==> src/hw/lpc_mem_map.svh <==
// Constants for the low pin count memory cycle engine.
// Assumes inclusion by both ends; the bench does not include it.
`ifndef LPC_MEM_MAP_SVH
`define LPC_MEM_MAP_SVH
`define LPC_START 4'h0
`define LPC_ABORT 4'hF
`define LPC_SYNC_OK 4'h0
`define LPC_TAR 4'hF
`define LPC_TYPE_MEM 2'h1
`define LPC_TYPE_HI 3
`define LPC_TYPE_LO 2
`define LPC_TYPE_DIR 1
`define LPC_ADDR_NIBBLES 4'h8
`define LPC_ADDR_TOP 8'hFF
`define LPC_SPACE_BIT 22
`define LPC_STRAP_HI 23
`define LPC_STRAP_LO_HI 21
`define LPC_STRAP_LO_LO 19
`endif

==> src/hw/lpc_mem_pkg.sv <==
// Types shared by both ends of the memory cycle engine.
// Assumes lpc_mem_map.svh for the numeric constants.
package lpc_mem_pkg;
   typedef logic [3:0] nibble_t;
   typedef logic [31:0] addr_t;
   typedef logic [7:0] byte_t;
endpackage

==> src/hw/lpc_link_if.sv <==
// Link between host controller and flash target: clock shared, frame, nibble bus.
// Assumes the bench resolves the nibble bus from the two enables.
`timescale 1ns/1ps
interface lpc_link_if;
   logic frame_n;
   logic [3:0] host_lad_o;
   logic host_lad_oe;
   logic [3:0] dev_lad_o;
   logic dev_lad_oe;
   logic [3:0] lad_i;
   modport host (output frame_n, output host_lad_o, output host_lad_oe, input lad_i);
   modport dev (input frame_n, output dev_lad_o, output dev_lad_oe, input lad_i);
endinterface

==> src/hw/lpc_mem_target.sv <==
// Flash side target engine for memory read and write cycles.
// Assumes frame and nibble bus synchronous to clk; array and registers sit outside.
`timescale 1ns/1ps
`include "lpc_mem_map.svh"
// Operation
// - Cycle starts: frame low with start nibble
// - Type nibble: 01 memory, bit1 direction
// - Act only on last start nibble
// - Eight address nibbles, most significant first
// - Space bit routes array or registers
// - Read: host turnaround, device drives clock 12
// - Read: sync zero at clock 13
// - Data byte low nibble then high
// - Write: host turnaround, device drives clock 14
// - Write: sync zero at clock 15
// - Write: device ones clock 16, releases
// - Frame low mid cycle terminates cycle
// - Abort nibble returns device to ready
// - Abort leaves internal write running
// - Invalid fields give no indication
// - Respond only inside decode range
// - Sample nibble bus on rising edge
// - Strap mismatch ignores rest of cycle
// - Host sets top address byte ones
// - Reset deselects and floats outputs
module lpc_mem_target (
   // Clock and reset
   input wire logic clk,
   input wire logic srst,
   // Link
   lpc_link_if.dev link,
   // Strap inputs
   input wire logic [3:0] strap_select_bits,
   // User side: access request
   output logic req,
   output logic req_write,
   output logic space_select_bit,
   output lpc_mem_pkg::addr_t req_addr,
   output lpc_mem_pkg::byte_t req_wdata,
   // User side: read data returned
   input wire lpc_mem_pkg::byte_t rdata
);
   // ************************************************************
   // Cycle states
   // ************************************************************
   typedef enum logic [3:0] {
      ST_IDLE = 4'b0000,
      ST_TYPE = 4'b0001,
      ST_ADDR = 4'b0010,
      ST_WDAT = 4'b0011,
      ST_TAR0 = 4'b0100,
      ST_TAR1 = 4'b0101,
      ST_SYNC = 4'b0110,
      ST_RDAT = 4'b0111,
      ST_DTAR = 4'b1000,
      ST_ABRT = 4'b1001
   } state_e;

   state_e state, next_state;
   logic [3:0] cnt, next_cnt;
   logic wr, next_wr;
   lpc_mem_pkg::addr_t addr, next_addr;
   lpc_mem_pkg::byte_t data, next_data;
   logic next_req;
   lpc_mem_pkg::nibble_t next_lad_o;
   logic next_lad_oe;

   // ************************************************************
   // Decode range match
   // ************************************************************
   function automatic logic hit(input lpc_mem_pkg::addr_t a, input logic [3:0] s);
      hit = (a[31:24] == `LPC_ADDR_TOP) && (a[`LPC_STRAP_HI] == ~s[3]) &&
         (a[`LPC_STRAP_LO_HI:`LPC_STRAP_LO_LO] == ~s[2:0]);
   endfunction

   // ************************************************************
   // Cycle sequencer
   // ************************************************************
   always_comb begin
      next_state = state;
      next_cnt = cnt;
      next_wr = wr;
      next_addr = addr;
      next_data = data;
      next_req = 1'b0;
      next_lad_o = `LPC_TAR;
      next_lad_oe = 1'b0;
      if (!link.frame_n) begin
         // Latest start nibble wins while frame stays low
         if (link.lad_i == `LPC_START) begin
            next_state = ST_TYPE;
         end else begin
            next_state = ST_ABRT;
         end
      end else begin
         case (state)
            ST_TYPE: begin
               // Bit 0 reserved, ignored
               if (link.lad_i[`LPC_TYPE_HI:`LPC_TYPE_LO] == `LPC_TYPE_MEM) begin
                  next_wr = link.lad_i[`LPC_TYPE_DIR];
                  next_cnt = 4'h0;
                  next_state = ST_ADDR;
               end else begin
                  next_state = ST_IDLE;
               end
            end
            ST_ADDR: begin
               next_addr = {addr[27:0], link.lad_i};
               next_cnt = cnt + 4'h1;
               if (cnt == `LPC_ADDR_NIBBLES - 4'h1) begin
                  if (!hit({addr[27:0], link.lad_i}, strap_select_bits)) begin
                     next_state = ST_IDLE;
                  end else if (wr) begin
                     next_cnt = 4'h0;
                     next_state = ST_WDAT;
                  end else begin
                     next_req = 1'b1;
                     next_state = ST_TAR0;
                  end
               end
            end
            ST_WDAT: begin
               next_data = {link.lad_i, data[7:4]};
               next_cnt = cnt + 4'h1;
               if (cnt == 4'h1) begin
                  next_req = 1'b1;
                  next_state = ST_TAR0;
               end
            end
            ST_TAR0: begin
               next_lad_oe = 1'b1;
               next_lad_o = `LPC_TAR;
               if (!wr) begin
                  next_data = rdata;
               end
               next_state = ST_TAR1;
            end
            ST_TAR1: begin
               next_lad_oe = 1'b1;
               next_lad_o = `LPC_SYNC_OK;
               next_state = ST_SYNC;
            end
            ST_SYNC: begin
               next_lad_oe = 1'b1;
               next_cnt = 4'h0;
               if (wr) begin
                  next_lad_o = `LPC_TAR;
                  next_state = ST_DTAR;
               end else begin
                  next_lad_o = data[3:0];
                  next_state = ST_RDAT;
               end
            end
            ST_RDAT: begin
               next_lad_oe = 1'b1;
               next_cnt = cnt + 4'h1;
               if (cnt == 4'h0) begin
                  next_lad_o = data[7:4];
               end else begin
                  next_lad_o = `LPC_TAR;
                  next_state = ST_DTAR;
               end
            end
            ST_DTAR: begin
               next_state = ST_IDLE;
            end
            ST_ABRT: begin
               // Internal write engine sits outside and is untouched
               next_state = ST_IDLE;
            end
            default: begin
               next_state = ST_IDLE;
            end
         endcase
      end
   end

   // ************************************************************
   // State registers
   // ************************************************************
   always_ff @(posedge clk) begin
      if (srst) begin
         state <= ST_IDLE;
         cnt <= 4'h0;
         wr <= 1'b0;
         addr <= 32'h00000000;
         data <= 8'h00;
         req <= 1'b0;
         link.dev_lad_o <= `LPC_TAR;
         link.dev_lad_oe <= 1'b0;
      end else begin
         state <= next_state;
         cnt <= next_cnt;
         wr <= next_wr;
         addr <= next_addr;
         data <= next_data;
         req <= next_req;
         link.dev_lad_o <= next_lad_o;
         link.dev_lad_oe <= next_lad_oe;
      end
   end

   // ************************************************************
   // User side outputs
   // ************************************************************
   assign req_write = wr;
   assign req_addr = addr;
   assign req_wdata = data;
   assign space_select_bit = addr[`LPC_SPACE_BIT];
endmodule

==> src/flat_wrapper.sv <==
// flat-port wrapper written by rule: the top's interface ports become plain ports
module lpc_mem_target_flat 
  (clk, srst, strap_select_bits, req, req_write, space_select_bit, req_addr, req_wdata, rdata, link_frame_n, link_dev_lad_o, link_dev_lad_oe, link_lad_i);
  lpc_link_if link_i ();
  input wire logic clk;
  input wire logic srst;
  input wire logic [3:0] strap_select_bits;
  output logic req;
  output logic req_write;
  output logic space_select_bit;
  output lpc_mem_pkg::addr_t req_addr;
  output lpc_mem_pkg::byte_t req_wdata;
  input wire lpc_mem_pkg::byte_t rdata;
  input wire logic [$bits(link_i.frame_n)-1:0] link_frame_n;
  output wire logic [$bits(link_i.dev_lad_o)-1:0] link_dev_lad_o;
  output wire logic [$bits(link_i.dev_lad_oe)-1:0] link_dev_lad_oe;
  input wire logic [$bits(link_i.lad_i)-1:0] link_lad_i;
  assign link_i.frame_n = link_frame_n;
  assign link_dev_lad_o = link_i.dev_lad_o;
  assign link_dev_lad_oe = link_i.dev_lad_oe;
  assign link_i.lad_i = link_lad_i;
  lpc_mem_target u_core (.clk(clk), .srst(srst), .link(link_i), .strap_select_bits(strap_select_bits), .req(req), .req_write(req_write), .space_select_bit(space_select_bit), .req_addr(req_addr), .req_wdata(req_wdata), .rdata(rdata));
endmodule
==> config.mk <==
export PLATFORM = sky130hd
export DESIGN_NAME = lpc_mem_target_flat
export DESIGN_NICKNAME = d
export VERILOG_FILES = /design/src/hw/lpc_mem_pkg.sv /design/src/hw/lpc_link_if.sv /design/src/hw/lpc_mem_target.sv /design/src/flat_wrapper.sv
export VERILOG_INCLUDE_DIRS = /design/src /design/src/hw
export SDC_FILE = /design/constraint.sdc
export NUM_CORES = 1
export LEC_CHECK = 0
export ABC_CLOCK_PERIOD_IN_PS = 2900
export BUFFER_PORTS_ARGS = -buffer_cell sky130_fd_sc_hd__buf_4
export CORE_MARGIN = 3
export CORE_UTILIZATION = 30
export DETAILED_ROUTE_END_ITERATION = 12
export SLEW_MARGIN = 20
export SYNTH_ARGS = -nofsm -noshare
export SYNTH_HDL_FRONTEND = slang
export SYNTH_SLANG_ARGS = --single-unit
==> constraint.sdc <==
create_clock -name clk -period 2.9 [get_ports clk]
set_input_delay 0.58 -clock clk [delete_from_list [all_inputs] [get_ports clk]]
set_output_delay 0.58 -clock clk [all_outputs]
set_load 0.005 [all_outputs]
==> impl_metrics.csv, run 1 <==
group,metric,value,unit
route,met1_length,3033,um
cells_and_area,drive_gt1_share,23.56,%
yosys,yosysTopAreaCell,"dfxtp_1",
yosys,syn_nets,331,
route,first_pass_iters,4,
clock_tree,cts_sinks,55,
route,vias,2341,
worst_setup_path,end_kind,"flop",
floorplan,pin_count,67,
yosys,async_flop_share,0,%
power_and_ir_drop,peakVddDrop,0.1706,mV
worst_setup_path,max_stage_delay,0.80,ns
cells_and_area,layout_common_cells,"nand2_1 (81), buf_4 (68), dfxtp_1 (55), a21oi_1 (39), nor2_1 (19)",
yosys,yosysSeqAreaShare,44.13,%
route,dr_wl_met2,3118,um
route,drt-initial-drc-count,144,
floorplan,die_area,9447,um2
worst_setup_path,path_delay_family,"flip-flops",
yosys,synthFlopType,"dfxtp_1",
yosys,netlist-cell-type-count,48,
worst_setup_path,crit_arrival,2.07,ns
clock_tree,cts_resized,0,
clock_tree,clk_path_buf_depth,2,
yosys,synth_area_leaders,"dfxtp_1 (44%), nand2_1 (12%), a21oi_1 (7.8%)",
placement,place.gp.congestion,0.8627,
floorplan,dieHeight,97.20,um
worst_setup_path,r2r_slack,1.03,ns
placement,post_dp_cell_area,3030,um2
placement,hpwl,4719,um
timing,hold_viol_final,0,
timing,slew_viol_final,0,
worst_setup_path,startpoint_type,"flop",
grt,grt_pass1_vias,2229,
timing,slew_headroom,52.31,%
yosys,synth.ff_latch_count,55,
status,outcome,"complete, no violations",
timing,timing.fmax,533.8,MHz
timing,fin_crit,1.873,ns
worst_setup_path,r2r_start,"u_core.state[0]",
clock_tree,clk_latency,0.32,ns
yosys,synth_edf_count,0,
timing,skew,0.008600,ns
power_and_ir_drop,powerDensity,414.6,nW/um2
worst_setup_path,slowest_stage,"dfxtp_1",
worst_hold_path,worstHoldEndpoint,"u_core.req_addr[30]",
clock_tree,root_buffer,"clkbuf_8",
timing,tns,0,ns
worst_setup_path,required,3.10,ns
cells_and_area,layout_commonest_cell,"nand2_1",
timing,finalCritPeriodShare,64.60,%
worst_setup_path,crit_buf_inv,0,
yosys,synth_top_cell_area_share,44.13,%
yosys,synth_area,2495,um2
route,wl_per_cell,14.34,um
floorplan,initial_core_util,31.63,%
grt,antenna_found_initial,0,
power_and_ir_drop,p_leak,1.132,nW
floorplan,die_w,97.20,um
clock_tree,cts_tree,"yes",
cells_and_area,post-route-util,39.72,%
worst_hold_path,hp-start,"u_core.req_addr[30]",
cells_and_area,syn2layout_area_growth,25.58,%
route,via_per_inst,5.013,
yosys,yosysWarnings,0,
worst_hold_path,hold_depth,2,
timing,worst_pin_slew,0.7144,ns
timing,layout_setup_ws,1.027,ns
clock_tree,numCtsBuffers,5,
route,post-route-drc-count,0,
grt,grt_overflow,0,
worst_hold_path,hold_path.class,"flop to flop",
worst_setup_path,reg2reg_depth,5,
route,dr.max_layer_used,"met4",
placement,io_buffers,66,
route,wl_met3,484,um
route,ant_nets,0,
grt,grt_pass1_wl,11310,um
clock_tree,cts_htree_levels,2,
flow_run,max_cap_violations,0,
worst_setup_path,path_depth,5,
timing,rsz0062_at_grt,"false",
floorplan,core_area,7888,um2
timing,finalSetupViolCount,0,
cells_and_area,postLayoutCellArea,3133,um2
grt,grt_max_degree,52,
grt,grtUsageTotal,14.24,%
route,drt_wl_total,6695,um
worst_setup_path,path_cells,"and4b_1 > nand3_1 > and2_1 > a31oi_1 > nor2_1",
cells_and_area,diodes,0,
yosys,synthCells,309,
floorplan,rows,32,
worst_setup_path,rr_endpoint,"u_core.state[3]",
worst_setup_path,crit_type,"flop to flop",
worst_setup_path,worst-path-max-fanout,19,
cells_and_area,nFillCells,822,
placement,place_ws,0.9459,ns
clock_tree,holdBufCountCts,0,
clock_tree,clk_pin_slew,0.10,ns
cells_and_area,nets,386,
yosys,syn_area_per_cell,8.074,um2
clock_tree,post_cts_buffers,0,
-- flip-flops by register name (all words and copies together), names as in the netlist --
signal	count
u_core.req_wdata	8
u_core.req_addr	32
u_core.req	1
u_core.link.dev_lad_o	4
u_core.cnt	4
u_core.req_write	1
u_core.state	4
u_core.link.dev_lad_oe	1
-- how the worst max path moves through the flow --
stage / from / end / slack, ns
4_1_cts: u_core.req_write / req_write / 1.04
3_3_place_gp: strap_select_bits[2] / u_core.state[1] / 0.99
5_1_grt: u_core.state[1] / u_core.req_wdata[7] / 0.82
2_1_floorplan: strap_select_bits[2] / u_core.state[1] / 1.30
6_report: u_core.state[0] / u_core.state[3] / 1.03
3_5_place_dp: strap_select_bits[2] / u_core.state[1] / 0.95
-- worst reg2reg max path: stages (launching register included) --
cell,delay [ns]
dfxtp_1,0.80
and4b_1,0.41
nand3_1,0.12
and2_1,0.22
a31oi_1,0.16
nor2_1,0.05
-- layer usage --
metal	vias up	global-route usage, %
met2	75	21.82
met5	-	0
met4	0	4.428
met1	1086	19.51
met3	6	3.805
li1	1174	-
-- through the flow --
step / cells / hold slack [ns] / total power, mW
final: 467 / 0.4655 / 1.299
after global placement: 459 / 0.4464 / 0.8490
after detailed placement: 459 / 0.4550 / 0.8497
after global routing: 467 / 0.4882 / 1.352
after floorplan: 309 / 0.4527 / 0.8160
after CTS: 467 / 0.4706 / 1.316
-- power breakdown --
group | internal, mW | switching (mW) | total, mW | leakage (nW)
sequential | 0.758 | 0.0103 | 0.768 | 0.444
combinational | 0.0281 | 0.0363 | 0.0645 | 0.637
clock | 0.182 | 0.284 | 0.467 | 0.0515
-- cell usage after synthesis (2+ instances only) --
| library cell | count |
|---|---|
| and2_1 | 2 |
| nor4_1 | 2 |
| buf_4 | 3 |
| nor2b_1 | 3 |
| xnor2_1 | 5 |
| nor2_4 | 2 |
| and3_1 | 2 |
| clkbuf_1 | 8 |
| ha_1 | 3 |
| a21oi_1 | 39 |
| nor3_1 | 6 |
| nand2_1 | 81 |
| nand3_1 | 8 |
| nand4bb_1 | 2 |
| dfxtp_1 | 55 |
| mux2i_1 | 9 |
| nand4_1 | 4 |
| nor2_1 | 19 |
| o21ai_1 | 6 |
| inv_1 | 3 |
| nand2b_1 | 2 |
| a211oi_1 | 7 |
| o22ai_1 | 2 |
| o21ai_0 | 4 |
| buf_2 | 7 |
| a31oi_1 | 3 |
-- cell families (layout without fill, tap and decap cells) --
kind of cell    Yosys count  after routing  share of synthesized area, %
buf+inv                  24             80                         4.714
simple gates            140            140                         26.73
xor+xnor                  6              6                         2.106
fa+ha+maj                 3              3                         1.505
flops                    55             55                         44.13
compound gates           72             72                         17.20
mux                       9              9                         3.611
-- area by class of cell --
| cell class | instances | area, um2 | area share [%] |
|---|---|---|---|
| clock buffer | 5 | 68.82 | 2.196 |
| clock inverter | 3 | 33.78 | 1.078 |
| inverter | 4 | 15.01 | 0.4792 |
| multi-input combinational | 230 | 1276 | 40.73 |
| sequential | 55 | 1101 | 35.14 |
| tap | 102 | 127.6 | 4.073 |
| timing repair buffer | 68 | 510.5 | 16.29 |
Note: power is estimated with default switching activity, not from simulation.
==> run 2: changes to the inputs <==
--- a/config.mk
+++ b/config.mk
@@ -6,7 +6,7 @@
 export SDC_FILE = /design/constraint.sdc
 export NUM_CORES = 1
 export LEC_CHECK = 0
-export ABC_CLOCK_PERIOD_IN_PS = 2900
+export ABC_CLOCK_PERIOD_IN_PS = 1780
 export BUFFER_PORTS_ARGS = -buffer_cell sky130_fd_sc_hd__buf_4
 export CORE_MARGIN = 3
 export CORE_UTILIZATION = 30
==> constraint.sdc (replaced) <==
create_clock -name clk -period 1.78 [get_ports clk]
set_input_delay 0.356 -clock clk [delete_from_list [all_inputs] [get_ports clk]]
set_output_delay 0.356 -clock clk [all_outputs]
set_load 0.005 [all_outputs]
==> run 2 against run 1 <==
Net effect:
- non-clock buffer count is 11 higher
- sequential share of layout area is 1.2 points lower
- wire length down 2.6%
- die area is the same
- sequential power up 61%
- via count decreased by 1.2%
==> impl_metrics.csv, run 2 (synthesized netlist as in run 1, its figures left out) <==
group,metric,value,unit
timing,timing.fmax,627.8,MHz
worst_setup_path,crit_type,"flop to flop",
cells_and_area,largest_register_ff_count,32,
cells_and_area,drive_gt1_share,26.06,%
route,post-route-drc-count,0,
floorplan,dieHeight,97.20,um
grt,grt_pass1_wl,10950,um
clock_tree,clk_latency,0.31,ns
timing,slew_headroom,75.40,%
worst_hold_path,hp-start,"link_lad_i[0]",
cells_and_area,layout_commonest_cell,"nand2_1",
grt,antenna_found_initial,0,
power_and_ir_drop,p_leak,1.206,nW
timing,finalCritPeriodShare,89.48,%
clock_tree,root_buffer,"clkbuf_8",
clock_tree,cts_sinks,55,
worst_setup_path,r2r_start,"u_core.cnt[0]",
worst_setup_path,max_stage_delay,0.44,ns
grt,grt_pass1_vias,2161,
power_and_ir_drop,powerDensity,691.4,nW/um2
cells_and_area,layout_common_cells,"nand2_1 (81), buf_4 (78), dfxtp_1 (54), a21oi_1 (39), nor2_1 (19)",
floorplan,core_area,7888,um2
cells_and_area,nets,397,
grt,grt_max_degree,33,
cells_and_area,syn2layout_area_growth,30.19,%
floorplan,rows,32,
placement,io_buffers,66,
floorplan,die_area,9447,um2
timing,worst_pin_slew,0.3659,ns
worst_setup_path,crit_arrival,1.83,ns
worst_setup_path,crit_buf_inv,0,
floorplan,die_w,97.20,um
clock_tree,numCtsBuffers,5,
worst_hold_path,hold_path.class,"primary input to flop",
worst_setup_path,path_delay_family,"flip-flops",
floorplan,initial_core_util,31.63,%
timing,fin_crit,1.593,ns
clock_tree,cts_htree_levels,2,
flow_run,max_cap_violations,0,
status,outcome,"complete, no violations",
timing,finalSetupViolCount,0,
worst_setup_path,slowest_stage,"dfxtp_1",
cells_and_area,postLayoutCellArea,3248,um2
grt,grtUsageTotal,13.94,%
worst_setup_path,worst-path-max-fanout,5,
timing,hold_viol_final,0,
worst_setup_path,path_cells,"ha_1 > nand3b_1 > o211ai_1 > and2_1 > nand2_1 > o22ai_1",
timing,slew_viol_final,0,
route,first_pass_iters,5,
worst_setup_path,end_kind,"flop",
timing,skew,0.003728,ns
route,drt-initial-drc-count,129,
placement,place.gp.congestion,0.8275,
clock_tree,clk_pin_slew,0.10,ns
worst_hold_path,worstHoldEndpoint,"u_core.req_addr[0]",
grt,grt_overflow,0,
worst_setup_path,required,2.01,ns
route,vias,2314,
worst_setup_path,r2r_slack,0.19,ns
route,via_per_inst,4.841,
cells_and_area,nFillCells,815,
clock_tree,post_cts_buffers,0,
power_and_ir_drop,peakVddDrop,0.2927,mV
clock_tree,cts_tree,"yes",
route,drt_wl_total,6518,um
floorplan,pin_count,67,
timing,rsz0062_at_grt,"false",
clock_tree,clk_path_buf_depth,2,
route,wl_per_cell,13.64,um
placement,post_dp_cell_area,3126,um2
worst_setup_path,startpoint_type,"flop",
cells_and_area,post-route-util,41.18,%
placement,hpwl,4897,um
route,ant_nets,0,
worst_hold_path,hold_depth,3,
worst_setup_path,reg2reg_depth,6,
worst_setup_path,rr_endpoint,"u_core.state[2]",
clock_tree,holdBufCountCts,0,
timing,tns,0,ns
cells_and_area,diodes,0,
==> run 2: power breakdown <==
part | internal (mW) | leakage [nW] | total, mW | switching (mW)
combinational | 0.0548 | 0.700 | 0.123 | 0.0684
clock | 0.463 | 0.0618 | 0.881 | 0.417
sequential | 1.23 | 0.444 | 1.24 | 0.00835
==> run 2: layer usage <==
metal | track usage (%) | routed length (um) | vias to the layer above
met4 | 4.104 | 88 | 0
met2 | 22.51 | 3049 | 60
met1 | 18.40 | 3026 | 1050
met3 | 3.446 | 353 | 9
met5 | 0 | 0 | -
li1 | - | - | 1195
==> run 2: area by class of cell <==
type | count | area [um2] | area share, %
Tap cell | 102 | 127.6 | 3.929
Multi-Input combinational cell | 230 | 1276 | 39.29
Inverter | 4 | 15.01 | 0.4622
Timing Repair Buffer | 79 | 605.6 | 18.64
Sequential cell | 55 | 1102 | 33.94
Clock buffer | 6 | 82.58 | 2.542
Clock inverter | 2 | 38.79 | 1.194
==> run 2: stage by stage <==
| stage | power (mW) | hold WS, ns | setup WS [ns] | cells |
|---|---|---|---|---|
| 3_5_place_dp | 1.395 | 0.4550 | 0.1265 | 470 |
| 4_1_cts | 2.272 | 0.3032 | 0.1313 | 478 |
| 2_1_floorplan | 1.330 | 0.4527 | 0.4030 | 309 |
| 6_report | 2.246 | 0.2989 | 0.1872 | 478 |
| 3_3_place_gp | 1.394 | 0.4478 | 0.1575 | 470 |
| 5_1_grt | 2.335 | 0.3240 | 0.04771 | 478 |
==> run 2: repair_timing <==
item                                    CTS  global route
resized for setup                         0             1
hold endpoints to repair                  0             0
endpoints found under the setup margin    0             3
==> run 2: how the worst max path moves through the flow <==
stage,from,endpoint,slack [ns],depth (start not counted)
2_1_floorplan,strap_select_bits[2],u_core.state[1],0.40,5
3_3_place_gp,strap_select_bits[2],u_core.state[1],0.16,6
3_5_place_dp,strap_select_bits[2],u_core.state[1],0.13,6
4_1_cts,u_core.state[2],u_core.req_wdata[6],0.13,5
5_1_grt,u_core.req_addr[17],u_core.state[1],0.05,5
6_report,u_core.cnt[0],u_core.state[2],0.19,6
==> run 2: tightest hold or removal path: cells and delay by family <==
kind / cells / cell delay (ns)
buf+inv: 1 / 0.12
compound gates: 1 / 0.05
simple gates: 1 / 0.05
